## src/crtc_defines.svh

```systemverilog
// Register offsets, field positions, reset values and timing counts
`ifndef CRTC_DEFINES_SVH
`define CRTC_DEFINES_SVH
`define CRTC_OFF_FLAGS    12'h000
`define CRTC_OFF_MASK     12'h004
`define CRTC_OFF_PRHI     12'h008
`define CRTC_OFF_PRLO     12'h00C
`define CRTC_OFF_CTRL     12'h010
`define CRTC_OFF_YEAR     12'h014
`define CRTC_OFF_MONTH    12'h018
`define CRTC_OFF_DAY      12'h01C
`define CRTC_OFF_WEEK     12'h020
`define CRTC_OFF_HOUR     12'h024
`define CRTC_OFF_MIN      12'h028
`define CRTC_OFF_SEC      12'h02C
`define CRTC_OFF_PORT     12'h030
`define CRTC_OFF_PDIR     12'h034
`define CRTC_OFF_CLKEN    12'h038
`define CRTC_OFF_STATUS   12'h03C
`define CRTC_BIT_IRQ      1
`define CRTC_BIT_RUN      7
`define CRTC_BIT_ONEHZ    5
`define CRTC_BIT_FMT24    3
`define CRTC_BIT_CLKEN    7
`define CRTC_RST_MASK     8'hFF
`define CRTC_RST_PRIO     8'hFF
`define CRTC_RST_PDIR     8'hFF
`define CRTC_RST_MONTH    8'h01
`define CRTC_RST_DAY      8'h01
`define CRTC_RST_HOUR     8'h12
`define CRTC_SUB_HZ       32768
`define CRTC_PCLK_HZ      40000000
`endif

```

## src/crtc_pkg.sv

```systemverilog
// Types shared by the calendar clock files
package crtc_pkg;
  typedef enum logic [2:0] {
    CRTC_PER_OFF, CRTC_PER_HALF, CRTC_PER_SEC, CRTC_PER_MIN,
    CRTC_PER_HOUR, CRTC_PER_DAY, CRTC_PER_MON0, CRTC_PER_MON1
  } crtc_period_e;
  typedef logic [7:0] crtc_byte_t;
endpackage : crtc_pkg

```

## src/crtc_apb_slave.sv

```systemverilog
// APB read/write strobes with a zero-wait answer
`timescale 1ns/1ps
module crtc_apb_slave (
  // APB
  input wire logic psel,
  input wire logic penable,
  input wire logic pwrite,
  output logic pready,
  output logic pslverr,
  // Strobes
  input wire logic mapped,
  output logic wr_en,
  output logic rd_en
);
  assign pready = 1'b1;
  assign pslverr = psel && penable && !mapped;
  assign wr_en = psel && penable && pwrite && mapped;
  assign rd_en = psel && penable && !pwrite;
endmodule : crtc_apb_slave

```

## src/crtc_calendar.sv

```systemverilog
// Calendar clock with periodic interrupt and 1 Hz pin, APB registers
//
// Functional notes
// - Request flag pends events; write 0 clears
// - Mask bit 1 blocks interrupt output
// - Two priority bits; 00 highest, 11 lowest
// - Control bit 7 runs or halts counters
// - Control bit 5 enables 1 Hz pin
// - Control bit 3 selects 12/24 hour
// - Codes 000 off, 001 half-second, 010 second
// - Codes for minute, hour, day, month
// - Year BCD 00 to 99
// - Month BCD 01 to 12, top bits zero
// - Day BCD 01 to 31, top bits zero
// - Weekday 00 to 06, top bits zero
// - Hour 24h 00-23; 12h uses 12, +20
// - Minute, second 00 to 59, bit 7 zero
// - Latch bit 0 drives pin in output; with control bit 5 set, pin_out shows the 1 Hz phase instead
// - Direction bit 0: 0 output, 1 input
// - Clock enable off holds reset, ignores writes
//
// The APB slave port and the register offsets were left to the implementer.
`timescale 1ns/1ps
`include "crtc_defines.svh"
module crtc_calendar #(
  parameter int PCLK_HZ = `CRTC_PCLK_HZ,
  parameter int HALF_CYCLES = PCLK_HZ / 2
) (
  // Clock and reset
  input wire logic pclk,
  input wire logic presetn,
  // APB
  input wire logic psel,
  input wire logic penable,
  input wire logic pwrite,
  input wire logic [11:0] paddr,
  input wire logic [31:0] pwdata,
  output logic [31:0] prdata,
  output logic pready,
  output logic pslverr,
  // Interrupt and pin
  output logic periodic_clock_irq,
  output logic [1:0] irq_level,
  output logic one_hz_pin,
  output logic pin_out,
  output logic pin_oe
);
  logic wr_en;
  logic rd_en;
  logic mapped;
  logic half_tick;
  logic phase;
  logic blk_en_reg;
  logic [7:0] ifl_reg, msk_reg, prh_reg, prl_reg, ctl_reg;
  logic [7:0] year_reg, mon_reg, day_reg, wk_reg, hour_reg;
  logic [7:0] min_reg, sec_reg, port_reg, pdir_reg;
  logic [31:0] rdata_next;
  logic run;
  logic sec_tick;
  logic [7:0] sec_next, min_next, hour_next, day_next, mon_next;
  logic [7:0] wk_next, year_next;
  logic c_min, c_hour, c_day, c_mon, c_year;
  logic evt;
  logic blk_rst_n;

  // ------------------------------------------------------------
  // Helpers
  // ------------------------------------------------------------
  function automatic logic [7:0] bcd_inc(input logic [7:0] v);
    if (v[3:0] == 4'h9) bcd_inc = {v[7:4] + 4'h1, 4'h0};
    else bcd_inc = {v[7:4], v[3:0] + 4'h1};
  endfunction : bcd_inc

  function automatic logic [7:0] month_last(input logic [7:0] m,
                                            input logic [7:0] y);
    logic leap;
    leap = (y[4] == 1'b0) ? (y[1:0] == 2'b00) : (y[1:0] == 2'b10);
    case (m)
      8'h02: month_last = leap ? 8'h29 : 8'h28;
      8'h04, 8'h06, 8'h09, 8'h11: month_last = 8'h30;
      default: month_last = 8'h31;
    endcase
  endfunction : month_last

  // ------------------------------------------------------------
  // Bus slave
  // ------------------------------------------------------------
  crtc_apb_slave u_apb (
    .psel(psel),
    .penable(penable),
    .pwrite(pwrite),
    .pready(pready),
    .pslverr(pslverr),
    .mapped(mapped),
    .wr_en(wr_en),
    .rd_en(rd_en)
  );

  assign mapped = (paddr[1:0] == 2'b00) && (paddr <= `CRTC_OFF_STATUS);
  assign run = blk_en_reg && ctl_reg[`CRTC_BIT_RUN];

  // Block enable lives outside the gated reset
  always_ff @(posedge pclk or negedge presetn) begin
    if (!presetn) blk_en_reg <= 1'b0;
    else if (wr_en && paddr == `CRTC_OFF_CLKEN)
      blk_en_reg <= pwdata[`CRTC_BIT_CLKEN];
  end

  // Register file held in reset while disabled
  assign blk_rst_n = blk_en_reg;

  // ------------------------------------------------------------
  // Time base
  // ------------------------------------------------------------
  // Bus clock stands in for the sub clock here
  crtc_tick_gen #(.HALF_CYCLES(HALF_CYCLES)) u_tick (
    .pclk(pclk),
    .presetn(presetn),
    .run(run),
    .half_tick(half_tick),
    .phase_reg(phase)
  );
  assign sec_tick = half_tick && phase;

  // ------------------------------------------------------------
  // Calendar cascade
  // ------------------------------------------------------------
  always_comb begin
    c_min = (sec_reg == 8'h59);
    sec_next = c_min ? 8'h00 : bcd_inc(sec_reg);
    c_hour = c_min && (min_reg == 8'h59);
    min_next = (min_reg == 8'h59) ? 8'h00 : bcd_inc(min_reg);
    if (ctl_reg[`CRTC_BIT_FMT24]) begin
      c_day = hour_reg == 8'h23;
      hour_next = c_day ? 8'h00 : bcd_inc(hour_reg);
    end else begin
      c_day = hour_reg == 8'h31;
      case (hour_reg)
        8'h31: hour_next = 8'h12;
        8'h11: hour_next = 8'h32;
        8'h12: hour_next = 8'h01;
        8'h32: hour_next = 8'h21;
        default: hour_next = bcd_inc(hour_reg);
      endcase
    end
    c_day = c_day && c_hour;
    c_mon = c_day && (day_reg == month_last(mon_reg, year_reg));
    day_next = (day_reg == month_last(mon_reg, year_reg)) ? 8'h01
               : bcd_inc(day_reg);
    wk_next = (wk_reg == 8'h06) ? 8'h00 : wk_reg + 8'h01;
    c_year = c_mon && (mon_reg == 8'h12);
    mon_next = (mon_reg == 8'h12) ? 8'h01 : bcd_inc(mon_reg);
    year_next = (year_reg == 8'h99) ? 8'h00 : bcd_inc(year_reg);
  end

  // ------------------------------------------------------------
  // Periodic event select
  // ------------------------------------------------------------
  always_comb begin
    case (crtc_pkg::crtc_period_e'(ctl_reg[2:0]))
      crtc_pkg::CRTC_PER_OFF: evt = 1'b0;
      crtc_pkg::CRTC_PER_HALF: evt = half_tick;
      crtc_pkg::CRTC_PER_SEC: evt = sec_tick;
      crtc_pkg::CRTC_PER_MIN: evt = sec_tick && c_min;
      crtc_pkg::CRTC_PER_HOUR: evt = sec_tick && c_hour;
      crtc_pkg::CRTC_PER_DAY: evt = sec_tick && c_day;
      default: evt = sec_tick && c_mon;
    endcase
  end

  // ------------------------------------------------------------
  // Registers
  // ------------------------------------------------------------
  always_ff @(posedge pclk or negedge blk_rst_n) begin
    if (!blk_rst_n) begin
      ctl_reg <= 8'h00;
      msk_reg <= `CRTC_RST_MASK;
      prh_reg <= `CRTC_RST_PRIO;
      prl_reg <= `CRTC_RST_PRIO;
      port_reg <= 8'h00;
      pdir_reg <= `CRTC_RST_PDIR;
    end else if (wr_en) begin
      case (paddr)
        `CRTC_OFF_CTRL: ctl_reg <= pwdata[7:0] & 8'hAF;
        `CRTC_OFF_MASK: msk_reg <= pwdata[7:0];
        `CRTC_OFF_PRHI: prh_reg <= pwdata[7:0];
        `CRTC_OFF_PRLO: prl_reg <= pwdata[7:0];
        `CRTC_OFF_PORT: port_reg <= pwdata[7:0] & 8'h03;
        `CRTC_OFF_PDIR: pdir_reg <= pwdata[7:0] | 8'hFC;
        default: ;
      endcase
    end
  end

  // Flag: hardware set beats software clear
  always_ff @(posedge pclk or negedge blk_rst_n) begin
    if (!blk_rst_n) ifl_reg <= 8'h00;
    else if (evt) ifl_reg[`CRTC_BIT_IRQ] <= 1'b1;
    else if (wr_en && paddr == `CRTC_OFF_FLAGS)
      ifl_reg <= pwdata[7:0];
  end

  // Writes win over counting in the same cycle
  always_ff @(posedge pclk or negedge blk_rst_n) begin
    if (!blk_rst_n) begin
      year_reg <= 8'h00;
      mon_reg <= `CRTC_RST_MONTH;
      day_reg <= `CRTC_RST_DAY;
      wk_reg <= 8'h00;
      hour_reg <= `CRTC_RST_HOUR;
      min_reg <= 8'h00;
      sec_reg <= 8'h00;
    end else if (wr_en && paddr >= `CRTC_OFF_YEAR
                 && paddr <= `CRTC_OFF_SEC) begin
      case (paddr)
        `CRTC_OFF_YEAR: year_reg <= pwdata[7:0];
        `CRTC_OFF_MONTH: mon_reg <= pwdata[7:0] & 8'h1F;
        `CRTC_OFF_DAY: day_reg <= pwdata[7:0] & 8'h3F;
        `CRTC_OFF_WEEK: wk_reg <= pwdata[7:0] & 8'h07;
        `CRTC_OFF_HOUR: hour_reg <= pwdata[7:0] & 8'h3F;
        `CRTC_OFF_MIN: min_reg <= pwdata[7:0] & 8'h7F;
        default: sec_reg <= pwdata[7:0] & 8'h7F;
      endcase
    end else if (sec_tick) begin
      sec_reg <= sec_next;
      if (c_min) min_reg <= min_next;
      if (c_hour) hour_reg <= hour_next;
      if (c_day) begin
        day_reg <= day_next;
        wk_reg <= wk_next;
      end
      if (c_mon) mon_reg <= mon_next;
      if (c_year) year_reg <= year_next;
    end
  end

  // ------------------------------------------------------------
  // Read mux
  // ------------------------------------------------------------
  always_comb begin
    rdata_next = 32'h0;
    case (paddr)
      `CRTC_OFF_FLAGS: rdata_next[7:0] = ifl_reg;
      `CRTC_OFF_MASK: rdata_next[7:0] = msk_reg;
      `CRTC_OFF_PRHI: rdata_next[7:0] = prh_reg;
      `CRTC_OFF_PRLO: rdata_next[7:0] = prl_reg;
      `CRTC_OFF_CTRL: rdata_next[7:0] = ctl_reg;
      `CRTC_OFF_YEAR: rdata_next[7:0] = year_reg;
      `CRTC_OFF_MONTH: rdata_next[7:0] = mon_reg;
      `CRTC_OFF_DAY: rdata_next[7:0] = day_reg;
      `CRTC_OFF_WEEK: rdata_next[7:0] = wk_reg;
      `CRTC_OFF_HOUR: rdata_next[7:0] = hour_reg;
      `CRTC_OFF_MIN: rdata_next[7:0] = min_reg;
      `CRTC_OFF_SEC: rdata_next[7:0] = sec_reg;
      `CRTC_OFF_PORT: rdata_next[7:0] = port_reg;
      `CRTC_OFF_PDIR: rdata_next[7:0] = pdir_reg;
      `CRTC_OFF_CLKEN: rdata_next[7] = blk_en_reg;
      `CRTC_OFF_STATUS: rdata_next[1:0] = {phase, run};
      default: rdata_next = 32'h0;
    endcase
  end
  assign prdata = rd_en ? rdata_next : 32'h0;

  // ------------------------------------------------------------
  // Outputs
  // ------------------------------------------------------------
  assign periodic_clock_irq = ifl_reg[`CRTC_BIT_IRQ]
                              && !msk_reg[`CRTC_BIT_IRQ];
  assign irq_level = {prh_reg[`CRTC_BIT_IRQ],
                      prl_reg[`CRTC_BIT_IRQ]};
  assign one_hz_pin = ctl_reg[`CRTC_BIT_ONEHZ] && phase;
  // Pin shows 1 Hz when enabled, else the latch
  assign pin_out = ctl_reg[`CRTC_BIT_ONEHZ] ? phase : port_reg[0];
  assign pin_oe = !pdir_reg[0];

  // ------------------------------------------------------------
  // Checks
  // ------------------------------------------------------------
  AST_FLAG_SET: assert property (@(posedge pclk) disable iff (!presetn)
    evt && blk_en_reg |=> ifl_reg[1])
    else $error("flag not set");
  AST_MASK: assert property (@(posedge pclk) disable iff (!presetn)
    msk_reg[1] |-> !periodic_clock_irq)
    else $error("masked irq seen");
  AST_HALT: assert property (@(posedge pclk) disable iff (!presetn)
    !ctl_reg[7] && !wr_en |=> $stable(sec_reg))
    else $error("seconds moved while halted");
  AST_OFF: assert property (@(posedge pclk) disable iff (!presetn)
    ctl_reg[2:0] == 3'b000 |-> !evt)
    else $error("event with code 000");
  AST_SEC_RANGE: assert property (@(posedge pclk) disable iff (!presetn)
    sec_tick && sec_reg == 8'h59 && !wr_en |=> sec_reg == 8'h00)
    else $error("second wrap");
  AST_WEEK: assert property (@(posedge pclk) disable iff (!presetn)
    sec_tick && c_day && wk_reg == 8'h06 && !wr_en
    |=> wk_reg == 8'h00)
    else $error("weekday wrap");
  AST_DISABLED: assert property (@(posedge pclk) disable iff (!presetn)
    !blk_en_reg |-> ctl_reg == 8'h00 && !periodic_clock_irq)
    else $error("block active while disabled");
  AST_HOUR24: assert property (@(posedge pclk) disable iff (!presetn)
    ctl_reg[3] && sec_tick && c_hour && hour_reg == 8'h23 && !wr_en
    |=> hour_reg == 8'h00)
    else $error("24h wrap");
endmodule : crtc_calendar

```

## src/crtc_tick_gen.sv

```systemverilog
// Half-second tick generator from the bus clock
`timescale 1ns/1ps
module crtc_tick_gen #(
  parameter int HALF_CYCLES = 20000000
) (
  // Clock and reset
  input wire logic pclk,
  input wire logic presetn,
  // Control
  input wire logic run,
  // Ticks
  output logic half_tick,
  output logic phase_reg
);
  logic [31:0] cnt_reg;
  // Refused at elaboration: the counter needs at least two states
  if (HALF_CYCLES < 2) begin : g_bad_half
    $error("HALF_CYCLES too small");
  end
  always_ff @(posedge pclk or negedge presetn) begin
    if (!presetn) begin
      cnt_reg <= 32'h0;
      phase_reg <= 1'b0;
    end else if (!run) begin
      cnt_reg <= 32'h0;
    end else if (cnt_reg == 32'(HALF_CYCLES - 1)) begin
      cnt_reg <= 32'h0;
      phase_reg <= ~phase_reg;
    end else begin
      cnt_reg <= cnt_reg + 32'h1;
    end
  end
  assign half_tick = run && (cnt_reg == 32'(HALF_CYCLES - 1));
endmodule : crtc_tick_gen

```

## config.mk

```make
export PLATFORM = sky130hd
export DESIGN_NAME = crtc_calendar
export DESIGN_NICKNAME = d
export VERILOG_FILES = /design/src/crtc_pkg.sv /design/src/crtc_apb_slave.sv /design/src/crtc_calendar.sv /design/src/crtc_tick_gen.sv
export VERILOG_INCLUDE_DIRS = /design/src
export SDC_FILE = /design/constraint.sdc
export NUM_CORES = 1
export LEC_CHECK = 0
export BUFFER_PORTS_ARGS = -buffer_cell sky130_fd_sc_hd__buf_2
export CORE_MARGIN = 2
export CORE_UTILIZATION = 45
export CTS_CLUSTER_DIAMETER = 120
export CTS_CLUSTER_SIZE = 12
export DETAILED_ROUTE_END_ITERATION = 8
export RECOVER_POWER = 25
export SYNTH_ARGS = -nofsm -noshare
export SYNTH_HDL_FRONTEND = slang
export SYNTH_SLANG_ARGS = --single-unit
export TNS_END_PERCENT = 1
```

## constraint.sdc

```tcl
create_clock -name pclk -period 5.75 [get_ports pclk]
set_clock_uncertainty 0.1 [all_clocks]
set_input_delay 0.575 -clock pclk [delete_from_list [all_inputs] [get_ports pclk]]
set_output_delay 0.575 -clock pclk [all_outputs]
set_load 0.01 [all_outputs]
```

# Word-level counts from Yosys, hierarchy flattened
# Cells that the tools add are included.
[word_totals] inputBits=49 word_cells=214 output_inout_bits=40 regBits=132
[classes] n_reduce_logical=65 n_mux=56 n_eq_ne=51 bitwise=2 add_sub_neg=14 order_cmp=3
[ops] operator="$mux 8" n=42
[ops] operator="$eq 12x6->1 const B" n=8
[ops] operator="$pmux 5 s13" n=1
[ops] operator="$mux 32" n=2
[ops] operator="$add 4x1->4 const B" n=12
[ops] operator="$eq 12x5->1 const B" n=4
[ops] operator="$add 32x1->32 const B" n=1
[ops] operator="$eq 32x25->1 const B" n=1
[ops] operator="$eq 8x5->1 const B" n=4
[ops] operator="$pmux 8 s4" n=1
[ops] operator="$pmux 2 s15" n=1
[ops] operator="$eq 12x4->1 const B" n=2
[ops] operator="$eq 4x4->1 const B" n=6
[ops] operator="$eq 8x3->1 const B" n=3
[ops] operator="$eq 8x6->1 const B" n=3
[ops] operator="$le 12x6->1 const B" n=2
[ops] operator="$logic_and 1x1->1" n=23
[ops] operator="$reduce_and 3->1" n=7
[ops] operator="$reduce_and 2->1" n=9
[ops] operator="$eq 8x7->1 const B" n=2
[ops] operator="$reduce_and 4->1" n=4
[ops] operator="$reduce_bool 3->1" n=5
[ops] operator="$pmux 1 s14" n=1
[ops] operator="$reduce_bool 2->1" n=7
[ops] operator="other kinds (24)" n=40

# Depth between registers and ports, before layout
[depth] ltp_word=10 mapped_depth=11 mapped_depth_nobuf=9

# By module
# A second synthesis with hierarchy kept.
[unflattened] cells_unflattened=976 area_unflattened_um2=9056.2
[by_module_without_submodules] mod="crtc_calendar" instances=1 seq_area_each_um2=2514.9 area_each_um2=7151.9 cells_each=769
[by_module_without_submodules] mod="crtc_tick_gen" instances=1 seq_area_each_um2=825.8 area_each_um2=1866.8 cells_each=202
[by_module_without_submodules] mod="crtc_apb_slave" instances=1 seq_area_each_um2=0.0 area_each_um2=37.5 cells_each=5

# Least setup slack after synthesis
# OpenSTA, ideal clock, no wires.
[synth_timing] path_kind="register to register" startpoint="register blk_en_reg" endpoint="register mon_reg[4]" setup_time_ns=0.081 t_required_ns=5.569 path_slack_ns=0.930 n_path_buf=1 arrival_ns=4.639 period_less_slack_ns=4.820 stages_incl_launch_ff=8 path_cell_list="dfrtp_1 nand2_1 nor4_4 nand4_2 or3_1 buf_2 or4b_4 o211ai_2"
[synth_between] elab_chain_len=5
[synth_rtl] item="start, declared" line_no="crtc_calendar.sv:53" text="logic blk_en_reg;"
[synth_rtl] item="start signal, assigned" line_no="crtc_calendar.sv:106" text="blk_en_reg <= pwdata[`CRTC_BIT_CLKEN];"
[synth_rtl] item="$logic_and 1x1->1" line_no="crtc_calendar.sv:100" text="assign run = blk_en_reg && ctl_reg[`CRTC_BIT_RUN];"
[synth_rtl] item="$logic_and 1x1->1" line_no="crtc_tick_gen.sv:33" text="assign half_tick = run && (cnt_reg == 32'(HALF_CYCLES - 1));"
[synth_rtl] item="$logic_and 1x1->1" line_no="crtc_calendar.sv:123" text="assign sec_tick = half_tick && phase;"
[synth_rtl] item="$reduce_bool 2->1 (no source line)"
[synth_rtl] item="$reduce_and 4->1 (no source line)"
[synth_rtl] item="end signal, assigned" line_no="crtc_calendar.sv:207" text="mon_reg <= `CRTC_RST_MONTH;"
[synth_rtl] item="end signal, assigned" line_no="crtc_calendar.sv:217" text="`CRTC_OFF_MONTH: mon_reg <= pwdata[7:0] & 8'h1F;"
[synth_rtl] item="end signal, assigned" line_no="crtc_calendar.sv:232" text="if (c_mon) mon_reg <= mon_next;"
[synth_rtl] item="end, declared" line_no="crtc_calendar.sv:55" text="logic [7:0] year_reg, mon_reg, day_reg, wk_reg, hour_reg;"
# Every way passes these cells.
# A chain may end at the register's enable or synchronous reset.

# Worst setup path after layout
[layout_timing] startpoint="register blk_en_reg" endpoint="register year_reg[5]"
[layout_between] elab_chain_len=5
[layout_rtl] item="$logic_and 1x1->1" line_no="crtc_calendar.sv:100"
[layout_rtl] item="$logic_and 1x1->1" line_no="crtc_tick_gen.sv:33"
[layout_rtl] item="$logic_and 1x1->1" line_no="crtc_calendar.sv:123"
[layout_rtl] item="$reduce_bool 2->1 (no source line)"
[layout_rtl] item="$reduce_and 4->1 (no source line)"
[layout_rtl] item="end signal, assigned" line_no="crtc_calendar.sv:216" text="`CRTC_OFF_YEAR: year_reg <= pwdata[7:0];"
[layout_rtl] item="end signal, assigned" line_no="crtc_calendar.sv:233" text="if (c_year) year_reg <= year_next;"
[layout_rtl] item="end, declared" line_no="crtc_calendar.sv:55"
# Every way passes these cells.

==> results.txt <==
----------------------------------------------------
[Worst hold path]
  Class of the worst hold path ... reg -> reg
  Startpoint of the tightest hold check path ... u_tick.cnt_reg[0]$_DFF_PN0_
  Hold Crit Depth ... 1
  Hold Path End ... u_tick.cnt_reg[0]$_DFF_PN0_

[Logic synthesis]
  Synth area leaders ... sky130_fd_sc_hd__dfrtp_1 (31%), sky130_fd_sc_hd__dfstp_2 (9.6%), sky130_fd_sc_hd__mux2_2 (7.3%)
  Fraction of synthesis flops using an asynchronous set or reset pin ... 100%
  Yosys warning total ... 0
  Post-synth design cell area ... 8220 µm²
  Number of library cell types mapped by synthesis ... 76
  EDFF count, synth ... 0
  Average footprint of a synthesized cell ... 9.37 µm²
  Post-synth top area share ... 31.1%
  Sequential-to-total area share from yosys stat ... 40.6%
  Most common library cells after synthesis ... sky130_fd_sc_hd__dfrtp_1 (102), sky130_fd_sc_hd__nor2_1 (83), sky130_fd_sc_hd__nand2_1 (74)
  Most used standard cell by instance count after synthesis ... sky130_fd_sc_hd__dfrtp_1
  Largest area contributor in the synthesized netlist ... sky130_fd_sc_hd__dfrtp_1
  Register bit total from synthesis ... 132
  Most instantiated flip-flop cell in the synthesis netlist ... sky130_fd_sc_hd__dfrtp_1
  Cells after synthesis ... 877

[Status]
  Failing checks ... max-capacitance violations, max-slew violations
  Run status ... finished with violations

[Timing]
  Aggregate negative setup slack ... 0 ps
  RSZ-0062 raised after global routing ... no
  Fmax ... 226 MHz
  Share of the cycle needed by the critical path after routing ... 76.9%
  Final Slew Violations ... 79
  Worst-case headroom to the max-slew limit ... -18.5%
  Hold Vio Cnt, Final ... 0
  Post-layout minimum cycle time ... 4420 ps
  Actual transition at the worst max-transition pin ... 1780 ps
  Final setup viols ... 0

[Critical path]
  R2r setup slk ... 1330 ps
  RR Endpoint ... year_reg[5]$_DFFE_PN0P_
  Chain of cells forming the critical path ... nand2_1 > nor4_4 > nand4_2 > nor4_2 > o21ai_0 > mux2_2
  Arrival time worst endpoint ... 4630 ps
  FF-to-FF Start ... blk_en_reg$_DFFE_PN0P_
  Critical path data required time ... 5960 ps
  Endpoint kind of the worst setup timing path ... flop
  Worst path slowest cell ... sky130_fd_sc_hd__dfrtp_1
  Kind of start point of the critical path ... flop
  Worst stage delay on the critical path ... 1520 ps
  Peak fanout along the critical path ... 43
  Crit path kind ... reg -> reg
  Reg2reg path depth ... 6

[Placement]
  IO Port Bufs ... 39
  Placed wire-length estimate after detailed placement ... 17600 µm
  Global placer's final weighted congestion ... 0.966
  Dpl cells ... 1125

[Route]
  Ratio of routed vias to standard cells ... 6.21
  Routed vias ... 7180
  Iter 0 DRT Violations ... 660
  Average routed wire per standard cell ... 21.3 µm
  Number of remaining DRC errors ... 0
  Count of nets left with antenna violations after detail routing ... 0
  Final Routed Wirelength ... 24600 µm
  Router iterations before antenna repair ... 8

[Floorplanning]
  Row Count ... 49
  Core footprint ... 18000 µm²
  Area of the die ... 19400 µm²
  Initial Utilization ... 45.8%
  IO Count ... 89
  Height of the chip ... 139 µm
  Width of the die ... 139 µm

[GRT]
  Initial antenna violation count ... 0
  Number of global-route vias before repair ... 6747
  Wire length of the first global-routing pass ... 39200 µm
  Maximum number of pins on one net before global-route repair ... 61
  Total overflow reported by the global router ... 0
  Total GRT Usage ... 26.0%

[Power and ir drop]
  Leak ... 3.93 nW
  Power per cell area ... 221 nW/µm²
  Worst-case vdd ir drop ... 0.213 mV

[Clock tree]
  Clock latency on the worst-skew pair ... 430 ps
  Maximum buffer depth of the clock tree ... 2
  Clock-pin slew reported for the worst setup and hold paths after clock tree synthesis ... 60 ps
  TritonCTS clock tree ... yes
  Cell chosen for the clock root ... sky130_fd_sc_hd__clkbuf_16
  Number of buffers added to fix hold violations after cts ... 0
  CTS Buf Count ... 17
  H-tree level count ... 4
  PostCTS Resize Cnt ... 0
  Number of buffers inserted by post-CTS setup repair ... 0
  Clock sink count ... 132

[Job]
  Maxcap violations ... 2

[Cells and area]
  Filler cell count in the final layout ... 1699
  Fraction of final layout cells sized beyond drive strength 1 ... 19.2%
  Flip-flop count of the largest register, all copies and words added ... 32
  Number of cells in the finished layout apart from fillers ... 1157
  Nets ... 986
  Ant diodes ... 0
  Layout-stage area growth over the synthesis result ... 11.1%

----------------------------------------------------
[cells in the final DEF (no fill, tap or decap), types with 9 or more instances in the layout]
master | synthesis | final
sky130_fd_sc_hd__and3_1 | 13 | 13
sky130_fd_sc_hd__xnor2_1 | 14 | 14
sky130_fd_sc_hd__nor4_1 | 17 | 17
sky130_fd_sc_hd__dfstp_2 | 30 | 30
sky130_fd_sc_hd__nand4_1 | 15 | 15
sky130_fd_sc_hd__a22o_1 | 17 | 17
sky130_fd_sc_hd__nand2_1 | 74 | 74
sky130_fd_sc_hd__nor3_1 | 17 | 16
sky130_fd_sc_hd__a221oi_1 | 16 | 16
sky130_fd_sc_hd__a31oi_1 | 11 | 11
sky130_fd_sc_hd__dfrtp_1 | 102 | 102
sky130_fd_sc_hd__buf_2 | 1 | 38
sky130_fd_sc_hd__nand3_1 | 38 | 38
sky130_fd_sc_hd__nor2_1 | 83 | 83
sky130_fd_sc_hd__clkbuf_16 | 0 | 17
sky130_fd_sc_hd__xor2_1 | 21 | 21
sky130_fd_sc_hd__inv_1 | 33 | 33
sky130_fd_sc_hd__o21ai_0 | 56 | 56
sky130_fd_sc_hd__conb_1 | 2 | 25
sky130_fd_sc_hd__a22oi_1 | 14 | 14
sky130_fd_sc_hd__nor3b_1 | 9 | 9
sky130_fd_sc_hd__nor2b_1 | 11 | 11
sky130_fd_sc_hd__ha_1 | 22 | 22
sky130_fd_sc_hd__nand2b_1 | 9 | 9
sky130_fd_sc_hd__a21oi_1 | 22 | 22
sky130_fd_sc_hd__mux2_2 | 53 | 53
[how the worst max path moves through the flow]
stage,cells after the start,endpoint,startpoint
3_3_place_gp,8,prdata[2],paddr[6]
3_5_place_dp,8,prdata[2],paddr[6]
6_report,6,year_reg[5]$_DFFE_PN0P_,blk_en_reg$_DFFE_PN0P_
5_1_grt,6,year_reg[5]$_DFFE_PN0P_,blk_en_reg$_DFFE_PN0P_
2_1_floorplan,7,mon_reg[4]$_DFFE_PN0P_,blk_en_reg$_DFFE_PN0P_
4_1_cts,9,prdata[7],paddr[6]
[cells by family after synthesis]
group	after synthesis	share of synthesized area [%]
flip-flops	132	40.6
multiplexers	58	7.87
XOR/XNOR	35	3.73
adder cells (fa/ha/maj)	22	3.35
buffers and inverters	84	5.08
other	2	0.0914
AND/OR/NAND/NOR	332	21.0
AO/OA/AOI/OAI	212	18.2
[through the flow]
| step | area (µm²) | setup WS [ps] | total power, mW | hold WS (ps) | utilization, % |
|---|---|---|---|---|---|
| 2_1_floorplan | 8310 | 930 | 0.977 | 179 | - |
| 3_3_place_gp | 8580 | 1540 | 0.991 | 252 | 47.8 |
| 3_5_place_dp | 8580 | 1560 | 0.991 | 247 | 47.8 |
| 4_1_cts | 9140 | 1560 | 2.04 | 126 | 50.9 |
| 5_1_grt | 9130 | 884 | 2.09 | 379 | 50.8 |
| 6_report | 9130 | 1330 | 2.02 | 377 | 50.8 |
[power by group]
part | internal, mW | switching, mW | leakage (nW)
Combinational | 0.0101 | 0.0364 | 1.97
Clock | 0.600 | 0.446 | 0.269
Sequential | 0.929 | 0.0000577 | 1.69
Total | 1.54 | 0.482 | 3.93
[per-layer routing]
layer / routed length [µm] / vias to the layer above / global-route usage (%)
li1: - / 3295 / -
met1: 10800 / 3531 / 35.8
met2: 11300 / 297 / 39.8
met3: 1650 / 57 / 5.59
met4: 891 / 0 / 10.7
met5: 0 / - / 0
[cell type report]
| cell class | count | area [µm²] | area share, % |
|---|---|---|---|
| Clock buffer | 19 | 433 | 4.74 |
| Clock inverter | 13 | 125 | 1.37 |
| Inverter | 33 | 124 | 1.36 |
| Multi-Input combinational cell | 684 | 4570 | 50.0 |
| Sequential cell | 132 | 3340 | 36.6 |
| Tap cell | 229 | 287 | 3.14 |
| Timing Repair Buffer | 47 | 254 | 2.78 |
[worst max-delay path, delay by kind of cell (launching register included)]
| kind | cells | cell delay [ps] |
|---|---|---|
| and+or+nand+nor | 4 | 2100 |
| DFF | 1 | 1520 |
| muxes | 1 | 320 |
| AOI/OAI and AO/OA | 1 | 250 |
Note: power is estimated with default switching activity, not from simulation.
